## src/design/trace_id_pkg.sv

```systemverilog
// package: encodings, field layouts and access-check codes for the trace id register block
// assumes: shared by the access checker and the register read port
package trace_id_pkg;

    // system register encoding (op0, op1, crn, crm, op2) of each id register
    localparam logic [1:0] sysreg_op0 = 2'h2;
    localparam logic [2:0] sysreg_op1 = 3'h1;
    localparam logic [3:0] sysreg_crn = 4'h0;
    localparam logic [3:0] crm_id_one = 4'h9;
    localparam logic [3:0] crm_id_two = 4'ha;
    localparam logic [2:0] sysreg_op2 = 3'h7;

    // id one field positions
    localparam int designer_lsb = 24;
    localparam int res1_lsb = 12;
    localparam int arch_major_lsb = 8;
    localparam int arch_minor_lsb = 4;
    localparam int revision_lsb = 0;

    // id one field values
    localparam logic [7:0] designer_code_default = 8'h5a; // arbitrary neutral value
    localparam logic [3:0] res1_nibble = 4'hf;
    localparam logic [3:0] arch_major_version = 4'hf;
    localparam logic [3:0] arch_minor_version = 4'hf;
    localparam logic [3:0] revision_default = 4'h0;

    // id two field positions
    localparam int wait_instr_class_lsb = 31;
    localparam int virtual_context_option_lsb = 29;
    localparam int cycle_counter_size_lsb = 25;
    localparam int virtual_context_id_size_lsb = 10;
    localparam int context_id_size_lsb = 5;
    localparam int instruction_address_size_lsb = 0;

    // id two field values
    localparam logic [0:0] wait_instr_class_flag = 1'h1;
    localparam logic [1:0] virtual_context_option = 2'h2;
    localparam logic [3:0] cycle_counter_size = 4'h0;
    localparam logic [4:0] virtual_context_id_size = 5'h04;
    localparam logic [4:0] context_id_size = 5'h04;
    localparam logic [4:0] instruction_address_size = 5'h08;

    localparam logic [5:0] syndrome_class_trace = 6'h18;

    typedef enum logic [1:0]
    {
        el_user = 2'h0,
        el_kernel = 2'h1,
        el_hyp = 2'h2,
        el_monitor = 2'h3
    } exc_level_e;

    // outcome of one read; one-hot codes
    typedef enum logic [2:0]
    {
        outcome_return = 3'h1,
        outcome_undef = 3'h2,
        outcome_trap = 3'h4
    } outcome_e;

    // trap controls that the rest of the core owns
    typedef struct packed
    {
        logic halted;
        logic secure_debug_disabled;
        logic first_level_trap;
        logic second_level_enabled;
        logic second_level_trap;
        logic third_level_trap;
        logic fine_grained_trap_enable;
        logic trace_id_read_trap_bit;
    } trap_ctrl_s;

    typedef struct packed
    {
        logic valid;
        exc_level_e level;
        logic [1:0] op0;
        logic [2:0] op1;
        logic [3:0] crn;
        logic [3:0] crm;
        logic [2:0] op2;
    } read_req_s;

    typedef struct packed
    {
        logic valid;
        logic hit;
        outcome_e outcome;
        exc_level_e target_level;
        logic [5:0] syndrome_class;
        logic [63:0] data;
    } read_rsp_s;

endpackage : trace_id_pkg

```

## src/design/trace_id_access_check.sv

```systemverilog
// access checker: decides return, undefined or trap for an id register read
// assumes: level and trap controls are stable in the request cycle; purely combinational
`timescale 1ns/100ps
`default_nettype none
module trace_id_access_check
    import trace_id_pkg::*;
(
    input wire trace_id_pkg::exc_level_e level,
    input wire trace_id_pkg::trap_ctrl_s ctrl,
    output logic [2:0] outcome,
    output logic [1:0] target_level
);
    wire halted_no_debug = ctrl.halted && ctrl.secure_debug_disabled;
    wire top_trap = ctrl.third_level_trap;
    wire hyp_trap = ctrl.second_level_enabled && ctrl.second_level_trap;
    wire fgt_trap = ctrl.second_level_enabled && ctrl.fine_grained_trap_enable && ctrl.trace_id_read_trap_bit;

    always_comb
    begin
        outcome = outcome_return;
        target_level = level;
        case (level)
            el_user:
            begin
                outcome = outcome_undef;
            end
            el_kernel:
            begin
                if (halted_no_debug && top_trap)
                begin
                    outcome = outcome_undef;
                end
                else if (ctrl.first_level_trap)
                begin
                    outcome = outcome_trap;
                    target_level = el_kernel;
                end
                else if (hyp_trap)
                begin
                    outcome = outcome_trap;
                    target_level = el_hyp;
                end
                else if (fgt_trap)
                begin
                    outcome = outcome_trap;
                    target_level = el_hyp;
                end
                else if (top_trap)
                begin
                    outcome = outcome_trap;
                    target_level = el_monitor;
                end
            end
            el_hyp:
            begin
                // second level traps itself regardless of its enable
                if (halted_no_debug && top_trap)
                begin
                    outcome = outcome_undef;
                end
                else if (ctrl.second_level_trap)
                begin
                    outcome = outcome_trap;
                    target_level = el_hyp;
                end
                else if (top_trap)
                begin
                    outcome = outcome_trap;
                    target_level = el_monitor;
                end
            end
            el_monitor:
            begin
                if (top_trap)
                begin
                    outcome = outcome_trap;
                    target_level = el_monitor;
                end
            end
            default:
            begin
                outcome = outcome_undef;
            end
        endcase
    end
endmodule : trace_id_access_check
`default_nettype wire

```

## src/design/trace_id_registers.sv

```systemverilog
// trace unit identification registers one and two, read by system register instructions
// assumes: one request per cycle on req; answer registered one cycle later on rsp
//
// Functional notes
// id one bits 31:24 hold the designer code, encoded like the main id implementer
// major and minor version both all ones; software then uses device architecture register
// revision bits 3:0 are deprecated; software must not rely on them
// id two bit 31 reads one: wait instructions count as P0
// virtual context option bits 30:29 read 0b10, selection unsupported
// cycle counter size bits 28:25 read zero, a 12-bit counter
// virtual context id size bits 14:10 encode 32 bits
// context id size bits 9:5 encode 32 bits
// instruction address size bits 4:0 encode 64 bits
// low 32 bits match the externally accessible copy of each register
// read from the least privileged level is undefined
// at levels one or two: halted, secure debug disabled, top trap set gives undefined
// level one with first-level trace trap set traps to level one, class 0x18
// level one with level two enabled and its trap set traps to level two
// level one fine-grained trace id read trap traps to level two
// top trap set otherwise traps to level three, or undefined when halted without debug
// level two with its trace trap set traps to level two, class 0x18
// level three traps to itself on its trap bit, else returns the value
// every field is a constant, untouched by reset or software
`timescale 1ns/100ps
`default_nettype none
module trace_id_registers
    import trace_id_pkg::*;
#(
    parameter logic [7:0] designer_code = designer_code_default, // arbitrary neutral value
    parameter logic [3:0] revision = revision_default
)
(
    input wire logic clk_sys,
    input wire logic rst,
    input wire trace_id_pkg::read_req_s req,
    input wire trace_id_pkg::trap_ctrl_s ctrl,
    output trace_id_pkg::read_rsp_s rsp,
    output logic [31:0] ext_id_one,
    output logic [31:0] ext_id_two
);
    import trace_id_pkg::*;

    // fixed values; no reset, no write path
    wire [31:0] id_one_low = (32'(designer_code) << designer_lsb)
        | (32'(res1_nibble) << res1_lsb)
        | (32'(arch_major_version) << arch_major_lsb)
        | (32'(arch_minor_version) << arch_minor_lsb)
        | (32'(revision) << revision_lsb);
    wire [31:0] id_two_low = (32'(wait_instr_class_flag) << wait_instr_class_lsb)
        | (32'(virtual_context_option) << virtual_context_option_lsb)
        | (32'(cycle_counter_size) << cycle_counter_size_lsb)
        | (32'(virtual_context_id_size) << virtual_context_id_size_lsb)
        | (32'(context_id_size) << context_id_size_lsb)
        | (32'(instruction_address_size) << instruction_address_size_lsb);

    // the external copy shares the very same wires, so the two views cannot drift
    assign ext_id_one = id_one_low;
    assign ext_id_two = id_two_low;

    wire enc_common = (req.op0 == sysreg_op0) && (req.op1 == sysreg_op1)
        && (req.crn == sysreg_crn) && (req.op2 == sysreg_op2);
    wire sel_one = enc_common && (req.crm == crm_id_one);
    wire sel_two = enc_common && (req.crm == crm_id_two);
    wire hit = req.valid && (sel_one || sel_two);

    logic [2:0] chk_outcome;
    logic [1:0] chk_level;

    trace_id_access_check u_check
    (
        .level(req.level),
        .ctrl(ctrl),
        .outcome(chk_outcome),
        .target_level(chk_level)
    );

    wire is_return = (chk_outcome == outcome_return);
    wire is_trap = (chk_outcome == outcome_trap);
    wire [31:0] sel_data = sel_one ? id_one_low : id_two_low;
    // upper word reserved, reads zero; data shown only when the read is allowed
    wire [63:0] next_data = (hit && is_return) ? {32'h0, sel_data} : 64'h0;
    wire [5:0] next_class = (hit && is_trap) ? syndrome_class_trace : 6'h00;

    read_rsp_s next_rsp;
    always_comb
    begin
        next_rsp.valid = req.valid;
        next_rsp.hit = hit;
        next_rsp.outcome = hit ? outcome_e'(chk_outcome) : outcome_return;
        next_rsp.target_level = exc_level_e'(hit ? chk_level : req.level);
        next_rsp.syndrome_class = next_class;
        next_rsp.data = next_data;
    end

    always_ff @(posedge clk_sys)
    begin
        if (rst)
        begin
            rsp <= '{valid: 1'b0, hit: 1'b0, outcome: outcome_return, target_level: el_user,
                     syndrome_class: 6'h00, data: 64'h0};
        end
        else
        begin
            rsp <= next_rsp;
        end
    end
endmodule : trace_id_registers
`default_nettype wire

```

## config.mk

```make
export PLATFORM = sky130hd
export DESIGN_NAME = trace_id_registers
export DESIGN_NICKNAME = d
export VERILOG_FILES = /design/src/design/trace_id_pkg.sv /design/src/design/trace_id_access_check.sv /design/src/design/trace_id_registers.sv
export SDC_FILE = /design/constraint.sdc
export NUM_CORES = 1
export LEC_CHECK = 0
export ABC_AREA = 1
export BUFFER_PORTS_ARGS = -buffer_cell sky130_fd_sc_hd__buf_2
export CAP_MARGIN = 40
export CELL_PAD_IN_SITES_DETAIL_PLACEMENT = 1
export CELL_PAD_IN_SITES_GLOBAL_PLACEMENT = 2
export CORE_AREA = 2 2 100 102
export DETAILED_ROUTE_END_ITERATION = 10
export DIE_AREA = 0 0 102 104
export PLACE_DENSITY_LB_ADDON = 0.15
export SLEW_MARGIN = 0
export SYNTH_ARGS = -nofsm -noshare
export SYNTH_HDL_FRONTEND = slang
export SYNTH_SLANG_ARGS = --single-unit
```

## constraint.sdc

```tcl
create_clock -name clk_sys -period 2.1 [get_ports clk_sys]
set_input_delay 0.315 -clock clk_sys [delete_from_list [all_inputs] [get_ports clk_sys]]
set_output_delay 0.315 -clock clk_sys [all_outputs]
set_load 0.02 [all_outputs]
```

==> results.cfg, run 1 <==
[run_status]
status = completed

[worst_setup_path]
path_delay_family = flip-flops
cp-endpoint = rsp[6]
crit_slowest_cell = dfxtp_1
required_ns = 1.78
crit_type = reg2out
start_kind = flip-flop
cp_num_cells = 1
worst_setup_path_end_kind = output port
timing.critical_path.arrival_ns = 0.93
crit_path_start = rsp[28]
crit_chain = buf_2
crit_buf_inv = 1
critPathMaxFanout = 13
cpPeakStageDelay_ns = 0.47

[timing]
setup_viol = 0
rsz0062_at_grt = no
period_share_pct = 59.3
final-max-slew-violation-count = 0
fin_hold_ws_ns = 0.329
fmax_ghz = 0.803
fin_tns_setup_ns = 0
final-hold-violation-count = 0
period_needed_ns = 1.25

[clocking]
cts_inserted_buffers = 3
cts_hold_buf = 0
clockRootBuffer = clkbuf_8
cts.reportedPaths.clkPinSlew_ns = 0.05
cts_max_level = 1
cts_setup_buffers = 0
cts_tree = yes
clockBufferDepth = 2
numClockSinks = 11
cts_resized = 0

[logic_synthesis]
synth.avg_cell_area_um2 = 7.32
synth_area_mm2 = 0.00160
ys_seq_elements = 11
syn_inst = 218
synth_top_area_share_pct = 61.2
synth_cell_types = 21
ys_warn_count = 0
ys_top_cells_by_area = buf_4 61%, dfxtp_1 14%, inv_1 4.0%
ys_seq_area_share_pct = 13.8
netlist.top_cell.by_area = buf_4

[route]
antenna_left = 0
route.vias.total = 1014
wl_per_cell_um = 7.40
vias_per_cell = 2.59
drt-total-wl_mm = 2.90
drt_iter0_markers = 17
first_pass_iters = 2
drcViolationCount = 0

[die]
core_area_mm2 = 0.00955
die_area_mm2 = 0.0106
initial_utilization_pct = 16.7
rows = 36
io_pins = 170
die_w_um = 102
die_h_um = 104

[place]
io_buffer_count = 55
dpl.hpwl_mm = 2.74
gp_congestion = 0.673

[global_routing]
grt_remaining_overflow = 0
grt_pass1_wl_mm = 3.89
grt_max_degree = 14
antenna_found_initial = 0
grt_pass1_vias = 826
grt_usage_pct = 4.61

[finish]
layout_common_cells = 114 x conb_1, 55 x buf_2, 17 x inv_1, 17 x nand2_1, 14 x nor2_1
fin_nets = 289
drive_above_1_share_pct = 28.2
final_common_cell = conb_1
diodes = 0
fillers = 1249
biggestRegsByFlops = rsp x11
areaGrowthSynthToFinish_pct = -4.31
top_register = rsp
largest_reg_flops = 11

[worst_hold_path]
hold_path_class = in2reg

[flow_run]
drv_cap = 0

[power_and_ir_drop]
p_per_area_mw_per_mm2 = 447
peakVddDrop_uv = 108
cellLeakagePower_uw = 0.000955
-- worst min path at each step --
stage	start	to	slack, ns	cells after the start
3_5_place_dp	req[18]	rsp[76]	0.57	3
2_1_floorplan	rst	rsp[71]	0.38	1
6_report	req[18]	rsp[76]	0.33	3
4_1_cts	req[18]	rsp[76]	0.33	3
3_3_place_gp	req[18]	rsp[76]	0.57	3
5_1_grt	req[18]	rsp[76]	0.36	3
-- synth_stat cells --
library cell and instances:
nand3_1 2, o21ai_2 1, nor3_2 1, nor3_1 1
nand4_1 2, conb_1 2, o21ai_0 1, nand4_2 1
nand2_2 4, nor2_2 1, nor2_4 3, a21oi_1 6
nand2_1 17, and2_4 1, nand3_2 1, nor3_4 1
buf_4 130, dfxtp_1 11, nor2_1 14, nand3_4 1
inv_1 17
-- cell type report --
type | count | area (um2) | share of cell area [%]
multi-input cells | 172 | 756 | 49.5
repair buffers | 55 | 275 | 18.0
flip-flops and latches | 11 | 220 | 14.4
well taps | 133 | 166 | 10.9
inverters | 17 | 63.8 | 4.18
clock buffers | 4 | 45.0 | 2.95
-- cells by family (layout without fill, tap and decap cells) --
group	Yosys count	after routing	share of synthesized area, %
buffers and inverters	147	76	65.2
AOI/OAI and AO/OA	8	8	2.74
DFF	11	11	13.8
other	2	114	0.471
and+or+nand+nor	50	50	17.8
-- through the flow --
stage	utilization, %	worst slack, ns	cells	instance area, um2	power [uW]
after floorplan	-	0.966	330	2020	598
after global placement	15.5	0.832	388	1480	482
final	16.0	0.854	392	1530	682
after global routing	16.0	0.757	392	1530	729
after CTS	16.0	0.832	392	1530	688
after detailed placement	15.5	0.817	388	1480	482
-- power breakdown --
group	leakage, uW	total [uW]	internal, uW	switching, uW
clock	0.0000228	200	132	67.5
sequential	0.0000894	213	212	0.810
combinational	0.000842	269	35.5	233
total	0.000955	682	380	301
-- metal layers --
| layer | up-vias | track usage (%) | wire [um] |
|---|---|---|---|
| met2 | 93 | 7.57 | 1330 |
| met1 | 425 | 5.90 | 1170 |
| met5 | - | 0 | 0 |
| li1 | 494 | - | - |
| met4 | 0 | 1.43 | 8 |
| met3 | 2 | 1.08 | 392 |
No activity file was read; power rests on OpenSTA's default activity.
==> inputs of run 2 (changes only) <==
Settings changed: CORE_AREA 2 2 100 102 to 2 2 110 112, DIE_AREA 0 0 102 104 to 0 0 112 114.
Clock period 2.1 ns to 1.08 ns, I/O delays scaled along.
==> run 2 against run 1 <==
Sequential power rose by 95%. Global-route usage fell by 0.48 points. Highest routed layer unchanged. Design area rose by 4.9%. Sequential cell count did not move. Largest cell class unchanged. Cell count rose by 4.3%.
==> results.cfg, run 2 (synthesis results as in run 1) <==
[finish]
fin_nets = 292
layout_common_cells = 114 x conb_1, 55 x buf_2, 17 x inv_1, 17 x nand2_1, 14 x nor2_1
final_common_cell = conb_1
seqCellArea_um2 = 221
areaGrowthSynthToFinish_pct = 0.392
multi_input_area_um2 = 756
fin_cells = 409
biggestRegsByFlops = rsp x11
drive_above_1_share_pct = 29.4
largest_reg_flops = 11
fillers = 1484
diodes = 0
final_area_mm2 = 0.00160
final_core_util_pct = 13.7
top_register = rsp

[timing]
final-hold-violation-count = 0
rsz0062_at_grt = no
layout_setup_ws_ns = 0.0951
final-max-slew-violation-count = 0
period_needed_ns = 0.985
setup_viol = 0
fin_hold_ws_ns = 0.172
fmax_ghz = 1.02
period_share_pct = 91.2

[worst_setup_path]
timing.critical_path.arrival_ns = 0.82
start_kind = flip-flop
path_delay_family = flip-flops
crit_buf_inv = 1
worst_setup_path_end_kind = output port
crit_type = reg2out
critPathMaxFanout = 13
cpPeakStageDelay_ns = 0.40
crit_chain = buf_2
required_ns = 0.92
crit_slowest_cell = dfxtp_2

[die]
rows = 40
die_w_um = 112
die_h_um = 114
core_area_mm2 = 0.0117
die_area_mm2 = 0.0128
io_pins = 170
initial_utilization_pct = 13.6

[power_and_ir_drop]
swShare_pct = 38.4
p_seq_share_pct = 26.0
p_per_area_mw_per_mm2 = 997
clockPowerShare_pct = 40.8
p_sw_uw = 614
combPwrFrac_pct = 33.2
peakVddDrop_uv = 362
internal_power_uw = 983
cellLeakagePower_uw = 0.000985

[route]
antenna_left = 0
wl_per_cell_um = 7.32
drt_iter0_markers = 23
first_pass_iters = 2
drcViolationCount = 0
route.vias.total = 1033
drt-total-wl_mm = 2.99
vias_per_cell = 2.53

[place]
pre_cts_ws_ns = -0.0431
dpl.hpwl_mm = 2.81
dpl.cell_count = 405
dpl_cell_area_mm2 = 0.00152
gp_congestion = 0.649
io_buffer_count = 55

[clocking]
cts_hold_buf = 0
cts_max_level = 1
cts_tree = yes
cts_inserted_buffers = 3
clockBufferDepth = 2
numClockSinks = 11
clockRootBuffer = clkbuf_16
cts.reportedPaths.clkPinSlew_ns = 0.04
cts_setup_buffers = 0

[global_routing]
grt_max_degree = 14
grt_pass1_wl_mm = 4.18
grt_remaining_overflow = 0
grt_usage_pct = 4.12
grt_pass1_vias = 823
antenna_found_initial = 0

[worst_hold_path]
min_delay_path_depth = 3
hold_path_class = in2reg
hold_start = req[18]
min_to = rsp[76]

[flow_run]
drv_cap = 0

[run_status]
status = completed
[run 2: cell count changes in the layout (fill, tap and decap cells not counted), sizes merged]
cell  before  now
buf       55   58
[run 2: timing repair]
action / 4_1_cts / 5_1_grt
resized for setup: 1 / 0
setup endpoints to repair: 13 / 0
endpoints found under the hold margin: 0 / 0
[run 2: power by group through the flow]
stage	Combinational (uW)	Clock, uW	Sequential, uW
2_1_floorplan	734	0	430
3_3_place_gp	524	0	423
3_5_place_dp	522	0	423
4_1_cts	523	670	416
5_1_grt	578	709	416
6_report	530	651	416
[run 2: layout make-up]
class | instances | share of cell area [%]
clock buffer | 4 | 4.92
multi-input combinational | 172 | 47.2
sequential | 11 | 13.8
timing repair buffer | 58 | 18.6
tap | 147 | 11.5
inverter | 17 | 3.98
[run 2: worst max-delay path by stage]
| stage | start | to | slack (ns) | depth (start not counted) |
|---|---|---|---|---|
| 6_report | rsp[28] | rsp[5] | 0.1 | 1 |
| 5_1_grt | rsp[28] | rsp[15] | 0.04 | 1 |
| 3_3_place_gp | req[14] | rsp[74] | -0.02 | 8 |
| 4_1_cts | rsp[28] | rsp[5] | 0.08 | 1 |
| 2_1_floorplan | rsp[28] | rsp[10] | 0.1 | 1 |
| 3_5_place_dp | req[7] | rsp[74] | -0.04 | 7 |
[run 2: per-layer routing]
layer | routed length, um | vias to the layer above | track usage [%] | share of wire, %
met1 | 1110 | 442 | 4.79 | 37
met2 | 1500 | 88 | 7.39 | 50
met3 | 380 | 2 | 1.17 | 13
li1 | - | 501 | - | -
met5 | 0 | - | 0 | 0
met4 | 7 | 0 | 1.22 | 0.23
[run 2: through the flow]
step	power, uW	TNS, ns
finish	1600	0
detailed placement	945	-0.110
CTS	1610	0
global placement	947	-0.0434
global route	1700	0
floorplan	1160	0
